$ cat src/rtl/shrm_pkg.sv
`default_nettype none
package shrm_pkg;
   // direct space, byte addresses
   localparam logic [7:0] OFS_PRIO_Q0 = 8'h00;
   localparam logic [7:0] OFS_PRIO_Q1 = 8'h04;
   localparam logic [7:0] OFS_PRIO_Q2 = 8'h08;
   localparam logic [7:0] OFS_PRIO_Q3 = 8'h0c;
   localparam logic [7:0] OFS_CTL_Q0_HEAD = 8'h18;
   localparam logic [7:0] OFS_CTL_Q1_HEAD = 8'h1c;
   localparam logic [7:0] OFS_QUEUE_IRQ = 8'h20;
   localparam logic [7:0] OFS_TIMER_IRQ = 8'h24;
   localparam logic [7:0] OFS_IO_CTRL_IRQ = 8'h28;
   localparam logic [7:0] OFS_SUMMARY_IRQ = 8'h2c;
   localparam logic [7:0] OFS_IND_INDEX = 8'h30;
   localparam logic [7:0] OFS_IND_DATA = 8'h34;
   localparam logic [7:0] OFS_CTL_Q1_DONE = 8'h38;
   localparam logic [7:0] OFS_CTL_Q0_DONE = 8'h3c;

   // reset values
   localparam logic [15:0] RST_QUEUE_IRQ = 16'h7f00;
   localparam logic [15:0] RST_STATUS = 16'h0000;
   localparam logic [15:0] RST_IND_INDEX = 16'h0000;
   localparam logic [15:0] RST_DONE = 16'h0000;
   localparam logic [15:0] RST_HOST_CONTROL = 16'h6200;

   // secondary space, register indices
   localparam logic [15:0] IND_HOST_CONTROL = 16'h0000;
   localparam logic [15:0] IND_PROTOCOL_TYPE = 16'h0001;
   localparam logic [15:0] IND_REVISION_ID = 16'h0002;
   localparam logic [15:0] IND_PART_ID = 16'h0003;
   localparam logic [15:0] IND_VENDOR_ID = 16'h0004;

   // queue slots: four priority queues, then the two host-controlled ones
   localparam int NUM_PRIO_Q = 4;
   localparam int NUM_Q = 6;
   localparam int SLOT_CTL_Q0 = 4;
   localparam int SLOT_CTL_Q1 = 5;
   localparam int REG_W = 16;

   typedef struct packed {
      logic psel;
      logic penable;
      logic pwrite;
      logic [7:0] paddr;
      logic [31:0] pwdata;
   } shrm_apb_req_t;
endpackage : shrm_pkg
`default_nettype wire

$ cat src/rtl/shrm_swap.sv
`default_nettype none
// reverses byte order; the same network serves swap and unswap
module shrm_swap #(
   parameter int W = 16
) (
   input wire logic [W-1:0] din, // word in
   output logic [W-1:0] dout // word with bytes reversed
);
   if (W % 8 != 0) begin : g_chk
      $error("shrm_swap: width must be whole bytes");
   end
   for (genvar b = 0; b < W / 8; b++) begin : g_byte
      assign dout[8*b +: 8] = din[W-8-8*b +: 8];
   end
endmodule : shrm_swap
`default_nettype wire

$ cat src/rtl/shrm_ind_bank.sv
`default_nettype none
module shrm_ind_bank #(
   parameter logic [15:0] PROTOCOL = 16'h0000, // stands in for strap value
   parameter logic [15:0] REVISION = 16'h0a0a, // arbitrary value
   parameter logic [15:0] PART = 16'h0b0b, // arbitrary value
   parameter logic [15:0] VENDOR = 16'h0c0c // arbitrary value
) (
   input wire logic pclk, // clock
   input wire logic presetn, // async reset, low
   input wire logic wr, // write strobe for the indexed register
   input wire logic [15:0] index, // selected register
   input wire logic [15:0] wdata, // unswapped write data
   output logic [15:0] rdata, // indexed register contents
   output logic [15:0] host_control // host control register
);
   typedef struct packed {
      logic [15:0] host_control;
   } shrm_ind_state_t;

   shrm_ind_state_t s_reg;
   shrm_ind_state_t s_next;

   always_comb begin
      s_next = s_reg;
      if (wr && index == shrm_pkg::IND_HOST_CONTROL) begin
         s_next.host_control = wdata;
      end
   end

   always_ff @(posedge pclk or negedge presetn) begin
      if (!presetn) begin
         s_reg <= '{host_control: shrm_pkg::RST_HOST_CONTROL};
      end else begin
         s_reg <= s_next;
      end
   end

   // unused indices read zero, writes to read-only ones are dropped
   always_comb begin
      case (index)
         shrm_pkg::IND_HOST_CONTROL: rdata = s_reg.host_control;
         shrm_pkg::IND_PROTOCOL_TYPE: rdata = PROTOCOL;
         shrm_pkg::IND_REVISION_ID: rdata = REVISION;
         shrm_pkg::IND_PART_ID: rdata = PART;
         shrm_pkg::IND_VENDOR_ID: rdata = VENDOR;
         default: rdata = 16'h0000;
      endcase
   end

   assign host_control = s_reg.host_control;
endmodule : shrm_ind_bank
`default_nettype wire

$ cat src/rtl/shrm_top.sv
`default_nettype none
module shrm_top #(
   parameter int QW = 32, // queue word width, 16 or 32
   parameter logic [15:0] PROTOCOL = 16'h0000, // stands in for strap value
   parameter logic [15:0] REVISION = 16'h0a0a, // arbitrary value
   parameter logic [15:0] PART = 16'h0b0b, // arbitrary value
   parameter logic [15:0] VENDOR = 16'h0c0c // arbitrary value
) (
   input wire logic pclk, // bus clock
   input wire logic presetn, // async reset, low
   input wire logic psel, // apb select
   input wire logic penable, // apb enable
   input wire logic pwrite, // apb direction
   input wire logic [7:0] paddr, // apb byte address
   input wire logic [31:0] pwdata, // apb write data
   output logic [31:0] prdata, // apb read data
   output logic pready, // apb ready
   output logic pslverr, // apb error, always low
   input wire logic [shrm_pkg::NUM_Q-1:0][QW-1:0] rxq_data, // receive words
   input wire logic [shrm_pkg::NUM_Q-1:0] rxq_valid, // receive word present
   output logic [shrm_pkg::NUM_Q-1:0] rxq_ready, // receive word taken
   output logic [shrm_pkg::NUM_Q-1:0][QW-1:0] txq_data, // transmit words
   output logic [shrm_pkg::NUM_Q-1:0] txq_valid, // transmit word present
   input wire logic [shrm_pkg::NUM_Q-1:0] txq_ready, // transmit word taken
   input wire logic [15:0] queue_status_in, // live queue status
   input wire logic [15:0] timer_evt, // timer event pulses
   input wire logic [15:0] io_ctrl_evt, // io controller event pulses
   input wire logic [15:0] summary_evt, // summary event pulses
   output logic [15:0] host_control // secondary host control register
);
   localparam int NQ = shrm_pkg::NUM_Q;
   localparam int RW = shrm_pkg::REG_W;

   if (QW != 16 && QW != 32) begin : g_chk_width
      $error("shrm_top: queue width must be 16 or 32");
   end

   typedef struct packed {
      logic pready;
      logic [31:0] prdata;
      logic [NQ-1:0] rx_ready;
      logic [NQ-1:0] tx_valid;
      logic [NQ-1:0][QW-1:0] tx_data;
      logic [15:0] queue_irq;
      logic [15:0] timer_irq;
      logic [15:0] io_ctrl_irq;
      logic [15:0] summary_irq;
      logic [15:0] ind_index;
      logic [15:0] q0_done;
      logic [15:0] q1_done;
   } shrm_state_t;

   shrm_state_t s_reg;
   shrm_state_t s_next;
   shrm_pkg::shrm_apb_req_t req;

   assign req = '{psel: psel, penable: penable, pwrite: pwrite,
                  paddr: paddr, pwdata: pwdata};

   // access phase not yet answered
   logic access;
   assign access = req.psel && req.penable && !s_reg.pready;

   // queue slot decode: q_hit low when the offset is not a queue port
   logic q_hit;
   logic [2:0] q_slot;

   always_comb begin
      q_hit = 1'b1;
      q_slot = 3'd0;
      case (req.paddr)
         shrm_pkg::OFS_PRIO_Q0: q_slot = 3'd0;
         shrm_pkg::OFS_PRIO_Q1: q_slot = 3'd1;
         shrm_pkg::OFS_PRIO_Q2: q_slot = 3'd2;
         shrm_pkg::OFS_PRIO_Q3: q_slot = 3'd3;
         shrm_pkg::OFS_CTL_Q0_HEAD:
            q_slot = 3'(shrm_pkg::SLOT_CTL_Q0);
         shrm_pkg::OFS_CTL_Q1_HEAD:
            q_slot = 3'(shrm_pkg::SLOT_CTL_Q1);
         default: q_hit = 1'b0;
      endcase
   end

   // memory path: swap on the way in and out
   logic [QW-1:0] rx_sel;
   logic [QW-1:0] rx_swapped;
   logic [QW-1:0] tx_swapped;

   assign rx_sel = rxq_data[q_slot];

   shrm_swap #(.W(QW)) u_rx_swap (
      .din(rx_sel),
      .dout(rx_swapped)
   );

   shrm_swap #(.W(QW)) u_tx_swap (
      .din(req.pwdata[QW-1:0]),
      .dout(tx_swapped)
   );

   // register path: swap on read, unswap on write
   logic [RW-1:0] reg_rd;
   logic [RW-1:0] reg_rd_swapped;
   logic [RW-1:0] reg_wr_unswapped;
   logic [15:0] ind_rdata;

   always_comb begin
      case (req.paddr)
         shrm_pkg::OFS_QUEUE_IRQ: reg_rd = s_reg.queue_irq;
         shrm_pkg::OFS_TIMER_IRQ: reg_rd = s_reg.timer_irq;
         shrm_pkg::OFS_IO_CTRL_IRQ: reg_rd = s_reg.io_ctrl_irq;
         shrm_pkg::OFS_SUMMARY_IRQ: reg_rd = s_reg.summary_irq;
         shrm_pkg::OFS_IND_INDEX: reg_rd = s_reg.ind_index;
         shrm_pkg::OFS_IND_DATA: reg_rd = ind_rdata;
         shrm_pkg::OFS_CTL_Q1_DONE: reg_rd = s_reg.q1_done;
         shrm_pkg::OFS_CTL_Q0_DONE: reg_rd = s_reg.q0_done;
         default: reg_rd = 16'h0000;
      endcase
   end

   shrm_swap #(.W(RW)) u_reg_rd_swap (
      .din(reg_rd),
      .dout(reg_rd_swapped)
   );

   shrm_swap #(.W(RW)) u_reg_wr_swap (
      .din(req.pwdata[RW-1:0]),
      .dout(reg_wr_unswapped)
   );

   // secondary space
   logic ind_wr;
   assign ind_wr = access && req.pwrite
                   && req.paddr == shrm_pkg::OFS_IND_DATA;

   shrm_ind_bank #(
      .PROTOCOL(PROTOCOL),
      .REVISION(REVISION),
      .PART(PART),
      .VENDOR(VENDOR)
   ) u_ind_bank (
      .pclk(pclk),
      .presetn(presetn),
      .wr(ind_wr),
      .index(s_reg.ind_index),
      .wdata(reg_wr_unswapped),
      .rdata(ind_rdata),
      .host_control(host_control)
   );

   // transmit handshakes completing this cycle
   logic [NQ-1:0] tx_taken;
   assign tx_taken = s_reg.tx_valid & txq_ready;

   always_comb begin
      s_next = s_reg;
      s_next.pready = 1'b0;
      s_next.rx_ready = '0;
      s_next.tx_valid = s_reg.tx_valid & ~tx_taken;
      s_next.queue_irq = queue_status_in;
      // hardware events are sticky until software writes ones to clear
      s_next.timer_irq = s_reg.timer_irq | timer_evt;
      s_next.io_ctrl_irq = s_reg.io_ctrl_irq | io_ctrl_evt;
      s_next.summary_irq = s_reg.summary_irq | summary_evt;
      if (tx_taken[shrm_pkg::SLOT_CTL_Q0]) begin
         s_next.q0_done = s_reg.q0_done + 16'h0001;
      end
      if (tx_taken[shrm_pkg::SLOT_CTL_Q1]) begin
         s_next.q1_done = s_reg.q1_done + 16'h0001;
      end

      if (access) begin
         s_next.pready = 1'b1;
         s_next.prdata = 32'h0000_0000;
         if (q_hit) begin
            if (req.pwrite) begin
               // full slot: hold pready low until the sink drains it
               if (s_reg.tx_valid[q_slot] && !txq_ready[q_slot]) begin
                  s_next.pready = 1'b0;
               end else begin
                  s_next.tx_valid[q_slot] = 1'b1;
                  s_next.tx_data[q_slot] = tx_swapped;
               end
            end else if (rxq_valid[q_slot]) begin
               // empty queue reads zero and pops nothing
               s_next.prdata[QW-1:0] = rx_swapped;
               s_next.rx_ready[q_slot] = 1'b1;
            end
         end else if (!req.pwrite) begin
            s_next.prdata[RW-1:0] = reg_rd_swapped;
         end else begin
            case (req.paddr)
               shrm_pkg::OFS_TIMER_IRQ: begin
                  s_next.timer_irq = (s_reg.timer_irq & ~reg_wr_unswapped)
                                     | timer_evt;
               end
               shrm_pkg::OFS_IO_CTRL_IRQ: begin
                  s_next.io_ctrl_irq =
                     (s_reg.io_ctrl_irq & ~reg_wr_unswapped)
                     | io_ctrl_evt;
               end
               shrm_pkg::OFS_SUMMARY_IRQ: begin
                  s_next.summary_irq =
                     (s_reg.summary_irq & ~reg_wr_unswapped)
                     | summary_evt;
               end
               shrm_pkg::OFS_IND_INDEX: begin
                  s_next.ind_index = reg_wr_unswapped;
               end
               // read-only and reserved offsets drop the write
               default: s_next.ind_index = s_reg.ind_index;
            endcase
         end
      end
   end

   always_ff @(posedge pclk or negedge presetn) begin
      if (!presetn) begin
         s_reg.pready <= 1'b0;
         s_reg.prdata <= 32'h0000_0000;
         s_reg.rx_ready <= '0;
         s_reg.tx_valid <= '0;
         s_reg.tx_data <= '0;
         s_reg.queue_irq <= shrm_pkg::RST_QUEUE_IRQ;
         s_reg.timer_irq <= shrm_pkg::RST_STATUS;
         s_reg.io_ctrl_irq <= shrm_pkg::RST_STATUS;
         s_reg.summary_irq <= shrm_pkg::RST_STATUS;
         s_reg.ind_index <= shrm_pkg::RST_IND_INDEX;
         s_reg.q0_done <= shrm_pkg::RST_DONE;
         s_reg.q1_done <= shrm_pkg::RST_DONE;
      end else begin
         s_reg <= s_next;
      end
   end

   assign prdata = s_reg.prdata;
   assign pready = s_reg.pready;
   assign pslverr = 1'b0;
   assign rxq_ready = s_reg.rx_ready;
   assign txq_valid = s_reg.tx_valid;
   assign txq_data = s_reg.tx_data;
endmodule : shrm_top
`default_nettype wire

$ cat config.mk
export PLATFORM = sky130hd
export DESIGN_NAME = shrm_top
export DESIGN_NICKNAME = d
export VERILOG_FILES = /design/src/rtl/shrm_pkg.sv /design/src/rtl/shrm_swap.sv /design/src/rtl/shrm_ind_bank.sv /design/src/rtl/shrm_top.sv
export SDC_FILE = /design/constraint.sdc
export NUM_CORES = 1
export LEC_CHECK = 0
export ABC_AREA = 1
export BUFFER_PORTS_ARGS = -buffer_cell sky130_fd_sc_hd__buf_2
export CORE_MARGIN = 2
export CORE_UTILIZATION = 26
export CTS_CLUSTER_SIZE = 40
export DETAILED_ROUTE_END_ITERATION = 8
export GPL_TIMING_DRIVEN = 0
export PLACE_DENSITY = 0.51
export SYNTH_ARGS = -nofsm -noshare
export SYNTH_HDL_FRONTEND = slang
export SYNTH_HIERARCHICAL = 1
export SYNTH_SLANG_ARGS = --single-unit
$ cat constraint.sdc
create_clock -name pclk -period 2.8 [get_ports pclk]
set_input_delay 0.56 -clock pclk [delete_from_list [all_inputs] [get_ports pclk]]
set_output_delay 0.56 -clock pclk [all_outputs]
set_load 0.01 [all_outputs]
# ---- After elaboration in Yosys (flattened, before gate mapping)
# Index checks and enable logic that the tools add are counted.
dict set report word_totals {
  reg_bits 365
  out_inout_bits 254
  latch_bits 0
  in_bits 313
  romBits 0
  mem_bits_rw 0
  n_memories 0
  word_cells 103
}
dict set report op_classes {
  eq_ne 16
  reduce_logical 14
  shift 0
  n_bitwise 16
  n_mul 0
  n_lt_le_gt_ge 2
  n_addsub 2
  div 0
  n_mux 35
}
# cell n
set ops {}
lappend ops {{$mux 198} 2}
lappend ops {{$mux 237} 1}
lappend ops {{$mux 204} 1}
lappend ops {{$bwmux 192} 1}
lappend ops {{$mux 64} 3}
lappend ops {{$pmux 16 s8} 1}
lappend ops {{$bmux 32 s3} 1}
lappend ops {{$demux 32 s3} 1}
lappend ops {{$mux 16} 6}
lappend ops {{$or 16x16->16} 6}
lappend ops {{$mux 38} 2}
lappend ops {{$eq 8x6->1 const B} 8}
lappend ops {{$mux 32} 2}
lappend ops {{$pmux 16 s4} 1}
lappend ops {{$and 16x16->16} 3}
lappend ops {{$add 16x1->16 const B} 2}
lappend ops {{$eq 16x2->1 const B} 2}
lappend ops {{$mux 17} 1}
lappend ops {{$eq 16x3->1 const B} 1}
lappend ops {{$eq 8x4->1 const B} 2}
lappend ops {{$eq 8x5->1 const B} 2}
lappend ops {{$logic_not 16->1} 1}
lappend ops {{$not 16->16} 1}
lappend ops {{$pmux 3 s5} 1}
lappend ops {{15 further kinds} 33}

# ---- Longest topological paths before layout
dict set report logic_depth {
  word_depth 11
  mapped_depth 18
  depth_no_buf 15
}

# ---- Modules after synthesis
# The synthesis kept the hierarchy.
# mod area_each_um2 seq_area_each_um2 cells_each instances
set by_module_without_submodules {}
lappend by_module_without_submodules {shrm_top 18216.2 8742.1 2175 1}
lappend by_module_without_submodules {shrm_ind_bank 965.9 404.1 129 1}
lappend by_module_without_submodules {{shrm_swap (u_rx_swap ...)} 240.2 0.0 32 2}
lappend by_module_without_submodules {{shrm_swap (u_reg_rd_swap ...)} 120.1 0.0 16 2}

# ---- Worst setup path before layout
# OpenSTA, ideal clock, no wires.
dict set report synth_path {
  kind {input-to-reg}
  start {in paddr[7]}
  end {reg prdata[10] (netlist name)}
  n_path_buf 3
  setup_time_ns 0.116
  setup_slack_ns 0.528
  stages 17
  arrival_time_ns 2.156
  t_required_ns 2.684
  path_cell_list {nor2_2 -> nand2_2 -> nor2_2 -> nor2_2 -> buf_6 -> nand2_1 -> inv_1 -> clkbuf_1 -> nand2_1 -> nand2_1 -> a21oi_1 -> o211ai_1 -> buf_4 -> nand3_1 -> nand2_1 -> nand2_1 -> nand2_1}
}
dict set report synth_via {
  elab_chain_len 7
  word_cells_on_any_way 26
  cone_classes {13 x eq/ne; 11 x mux; 2 x reduce/logical}
}
# item line
set synth_lines {}
lappend synth_lines {{from (decl)} shrm_top.sv:14} ;# input wire logic [7:0] paddr,
lappend synth_lines {{$eq 8x5->1, or another cell as far along} shrm_top.sv:71} ;# case (req.paddr)
lappend synth_lines {{$pmux 3 s5 *} shrm_top.sv:71}
lappend synth_lines {{$bmux 32 s3 *} shrm_top.sv:89} ;# assign rx_sel = rxq_data[q_slot];
lappend synth_lines {{$mux 32 (not written as such) *} shrm_top.sv:89}
lappend synth_lines {{net rx_sel[18]} shrm_top.sv:85} ;# logic [QW-1:0] rx_sel;
lappend synth_lines {{$mux 38 *} shrm_top.sv:184} ;# end else if (rxq_valid[q_slot]) begin
lappend synth_lines {{$mux 38 *} shrm_top.sv:176} ;# if (req.pwrite) begin
lappend synth_lines {{$mux 16 *} shrm_top.sv:175} ;# if (q_hit) begin
# The timed path passes the listed nets; every way through them passes the cells marked *. The select of a mux whose other input is x is not followed.
# A chain may end at the register's enable or synchronous reset.

==> impl_metrics.toml <==
[synth]
synthDistinctLibCells = 46
syn-num-nets = 2715
async_flop_share_pct = 100
yosys_warnings = 6
syn_area_um2 = 19900
synthCells = 2400
synth-edff-count = 0
yosys_register_bits = 365
syn_avg_cell_area_um2 = 8.29
ys.flop_type = "dfrtp_1"
ys_seq_area_share_pct = 46.0

[finish]
ff_latch_area_um2 = 9150
nNetsFinal = 3300
layout_common_cells = "nand2_1 (653), buf_2 (569), dfrtp_1 (355)"
final_cell_count_no_fill = 3998
final_common_cell = "nand2_1"
syn2layout_area_growth_pct = 28.1
drive_gt1_share_pct = 36.1
nFillCells = 8195
multi_input_area_um2 = 7080

[place]
io_buffers = 533
dpl.cell_count = 3914
place_congestion = 0.957
dp_hpwl_mm = 68.7
post-place-ws_ns = -1.14

[critical_path]
rr_startpoint = "pready"
reg2reg_depth = 9
path_buf_inv = 4
rrSetupSlack_ns = 0.20
arrival_ns = 3.18
cp_max_fo = 10
r2r_end = "u_ind_bank/host_control[0]"
worstSetupPathType = "in -> reg"
cp_cell_sequence = "buf_2 > nor2_2 > nand2_2 > inv_1 > nand2_1 > nand2_4 > buf_4 > nand2_1 > nand3_1 > buf_2 > nand3_1 > nor3_1"
crit_path_end_kind = "register"
critPathLaunch = "paddr[7]"
crit_slowest_cell = "nor3_1"
cp_top_family = "simple AND/OR/NAND/NOR gates"
worstPathRequired_ns = 3.20
slowest_delay_ns = 0.48
startpoint_type = "input port"

[route]
route.met2.wl_mm = 39.8
vias = 18458
ant_nets = 0
route.met3.wl_mm = 4.71
drc = 0
route.top_layer_used = "met5"
routed_via_density = 4.62
drt_pass1_iterations = 5
wl_met1_mm = 40.5
wl_per_cell_um = 21.8
first_iter_violations = 1304
route.final.wire_length_mm = 87.2

[floorplanning]
die-area_um2 = 78800
chipWidth_um = 281
ios = 567
core_um2 = 75800
fp.dieH_um = 281
initial_core_util_pct = 26.2
fp-row-count = 101

[cts]
clock_latency_ns = 0.58
numCtsBuffers = 43
cts_root_buf = "clkbuf_16"
clockBufferDepth = 3
cts_tree = "yes"
cts.sinks = 365
htreeDepth = 2
clk_pin_slew_ns = 0.06

[sta]
rsz0062_at_grt = "no"
setup_viol = 0
setup_slack_ns = 0.0254
min_period_ns = 2.77
slew_headroom_pct = 21.4
finalCritPeriodShare_pct = 99.1
finalHoldViolations = 0
max_freq_mhz = 360
maxSlewViolCount = 0
fin_worst_skew_ns = 0.0229
tns_ns = 0
whs_ns = 0.0757
worst_pin_slew_ns = 1.18

[global_routing]
grt_pass1_vias = 18375
grt_pass1_wl_mm = 126
antenna_found_initial = 5
grt_usage_pct = 21.9
grt_max_degree = 112
gr-total-overflow = 0

[job]
cap_violations = 0

[power_and_ir_drop]
ir_worst_vdd_mv = 0.370
power_mw = 12.4
power_density_nw_per_um2 = 488
leakage_nw = 14.0

[worst_hold_path]
holdPathStages = 1
hp-class = "in -> reg"
holdPathEnd = "s_reg[108]"
min_from = "queue_status_in[12]"

[outcome]
status = "finished, final reports clean"
## cell usage after synthesis, types with 2 or more instances
cell | count | area, um2
nor2_1 | 87 | 327
o21ai_0 | 132 | 661
o21ai_1 | 61 | 305
a21oi_1 | 25 | 125
ha_1 | 2 | 25.0
nand2_1 | 653 | 2450
buf_4 | 344 | 2580
nand2_4 | 3 | 33.8
o2111ai_1 | 17 | 149
buf_6 | 6 | 67.6
o211ai_1 | 16 | 120
xnor2_1 | 2 | 17.5
nor3b_2 | 2 | 25.0
nor3_1 | 11 | 55.1
a221oi_1 | 26 | 228
nor2_2 | 12 | 75.1
clkinv_1 | 2 | 7.51
nand3_1 | 97 | 485
a21boi_0 | 2 | 15.0
a22oi_1 | 15 | 113
inv_2 | 2 | 7.51
buf_2 | 37 | 185
dfstp_2 | 10 | 263
dfrtp_1 | 355 | 8880
clkbuf_1 | 71 | 267
o21bai_1 | 4 | 30.0
a22o_1 | 12 | 105
xor2_1 | 26 | 228
nor3_2 | 2 | 20.0
nand4_1 | 149 | 932
nor2_8 | 3 | 60.1
nand2_2 | 14 | 87.6
a32oi_1 | 2 | 17.5
mux2_2 | 16 | 180
o22ai_1 | 6 | 37.5
inv_1 | 165 | 619
nor2_4 | 2 | 22.5
## per-stage QoR
stage,cell area (um2),utilization (%)
2_1_floorplan,19900,-
5_1_grt,25500,33.6
6_report,25500,33.6
3_3_place_gp,23800,31.4
3_5_place_dp,23900,31.5
4_1_cts,25400,33.5
## layout make-up
class	count	share of cell area, %
Antenna cell	4	0.0393
Buffer	458	12.2
Clock buffer	62	4.85
Clock inverter	14	0.908
Inverter	169	2.49
Multi-Input combinational cell	1407	27.8
Sequential cell	365	35.9
Tap cell	978	4.80
Timing Repair Buffer	541	11.0
## cell families after synthesis
kind of cell | share of synthesized area [%]
AO/OA/AOI/OAI | 9.72
XOR/XNOR | 1.23
adder cells (fa/ha/maj) | 0.126
buffers and inverters | 18.8
flip-flops | 46.0
multiplexers | 0.905
other | 0.0188
AND/OR/NAND/NOR | 23.3
## layer usage
layer | track usage, % | vias to the layer above
met3 | 3.58 | 107
met2 | 34.6 | 521
li1 | - | 8764
met4 | 5.73 | 4
met1 | 30.9 | 9062
met5 | 0 | -
## report_power, final
part	switching, mW	internal, mW
combinational	0.625	0.430
sequential	0.0459	5.35
clock	2.45	3.54
## how the worst max path moves through the flow
stage / cells after the start / end / slack [ns]
floorplan: 17 / prdata[10] / 0.53
global placement: 1 / asynchronous set/reset pin / -6.80
detailed placement: 10 / register / -1.14
CTS: 12 / prdata[10] / 0.02
global route: 13 / prdata[10] / 0.01
finish: 12 / rxq_ready[2] / 0.03
## worst register-to-register path, stage by stage (launching register included)
cell and delay, ns:
dfrtp_1 0.41, nor2_4 0.29, clkinv_2 0.26, nor2_2 0.27, inv_1 0.16, nor4_2 0.34, buf_2 0.31, clkbuf_2 0.28
nand4_1 0.14, nand2_1 0.08
## repair_timing
action | in CTS | in global routing
pin swaps | 1 | 1
setup endpoints to repair | 97 | 42
hold buffers | 1 | 0
setup buffers | 1 | 3
gates resized for setup | 14 | 29
hold endpoints to repair | 52 | 0
Note: power is estimated with default switching activity, not from simulation.
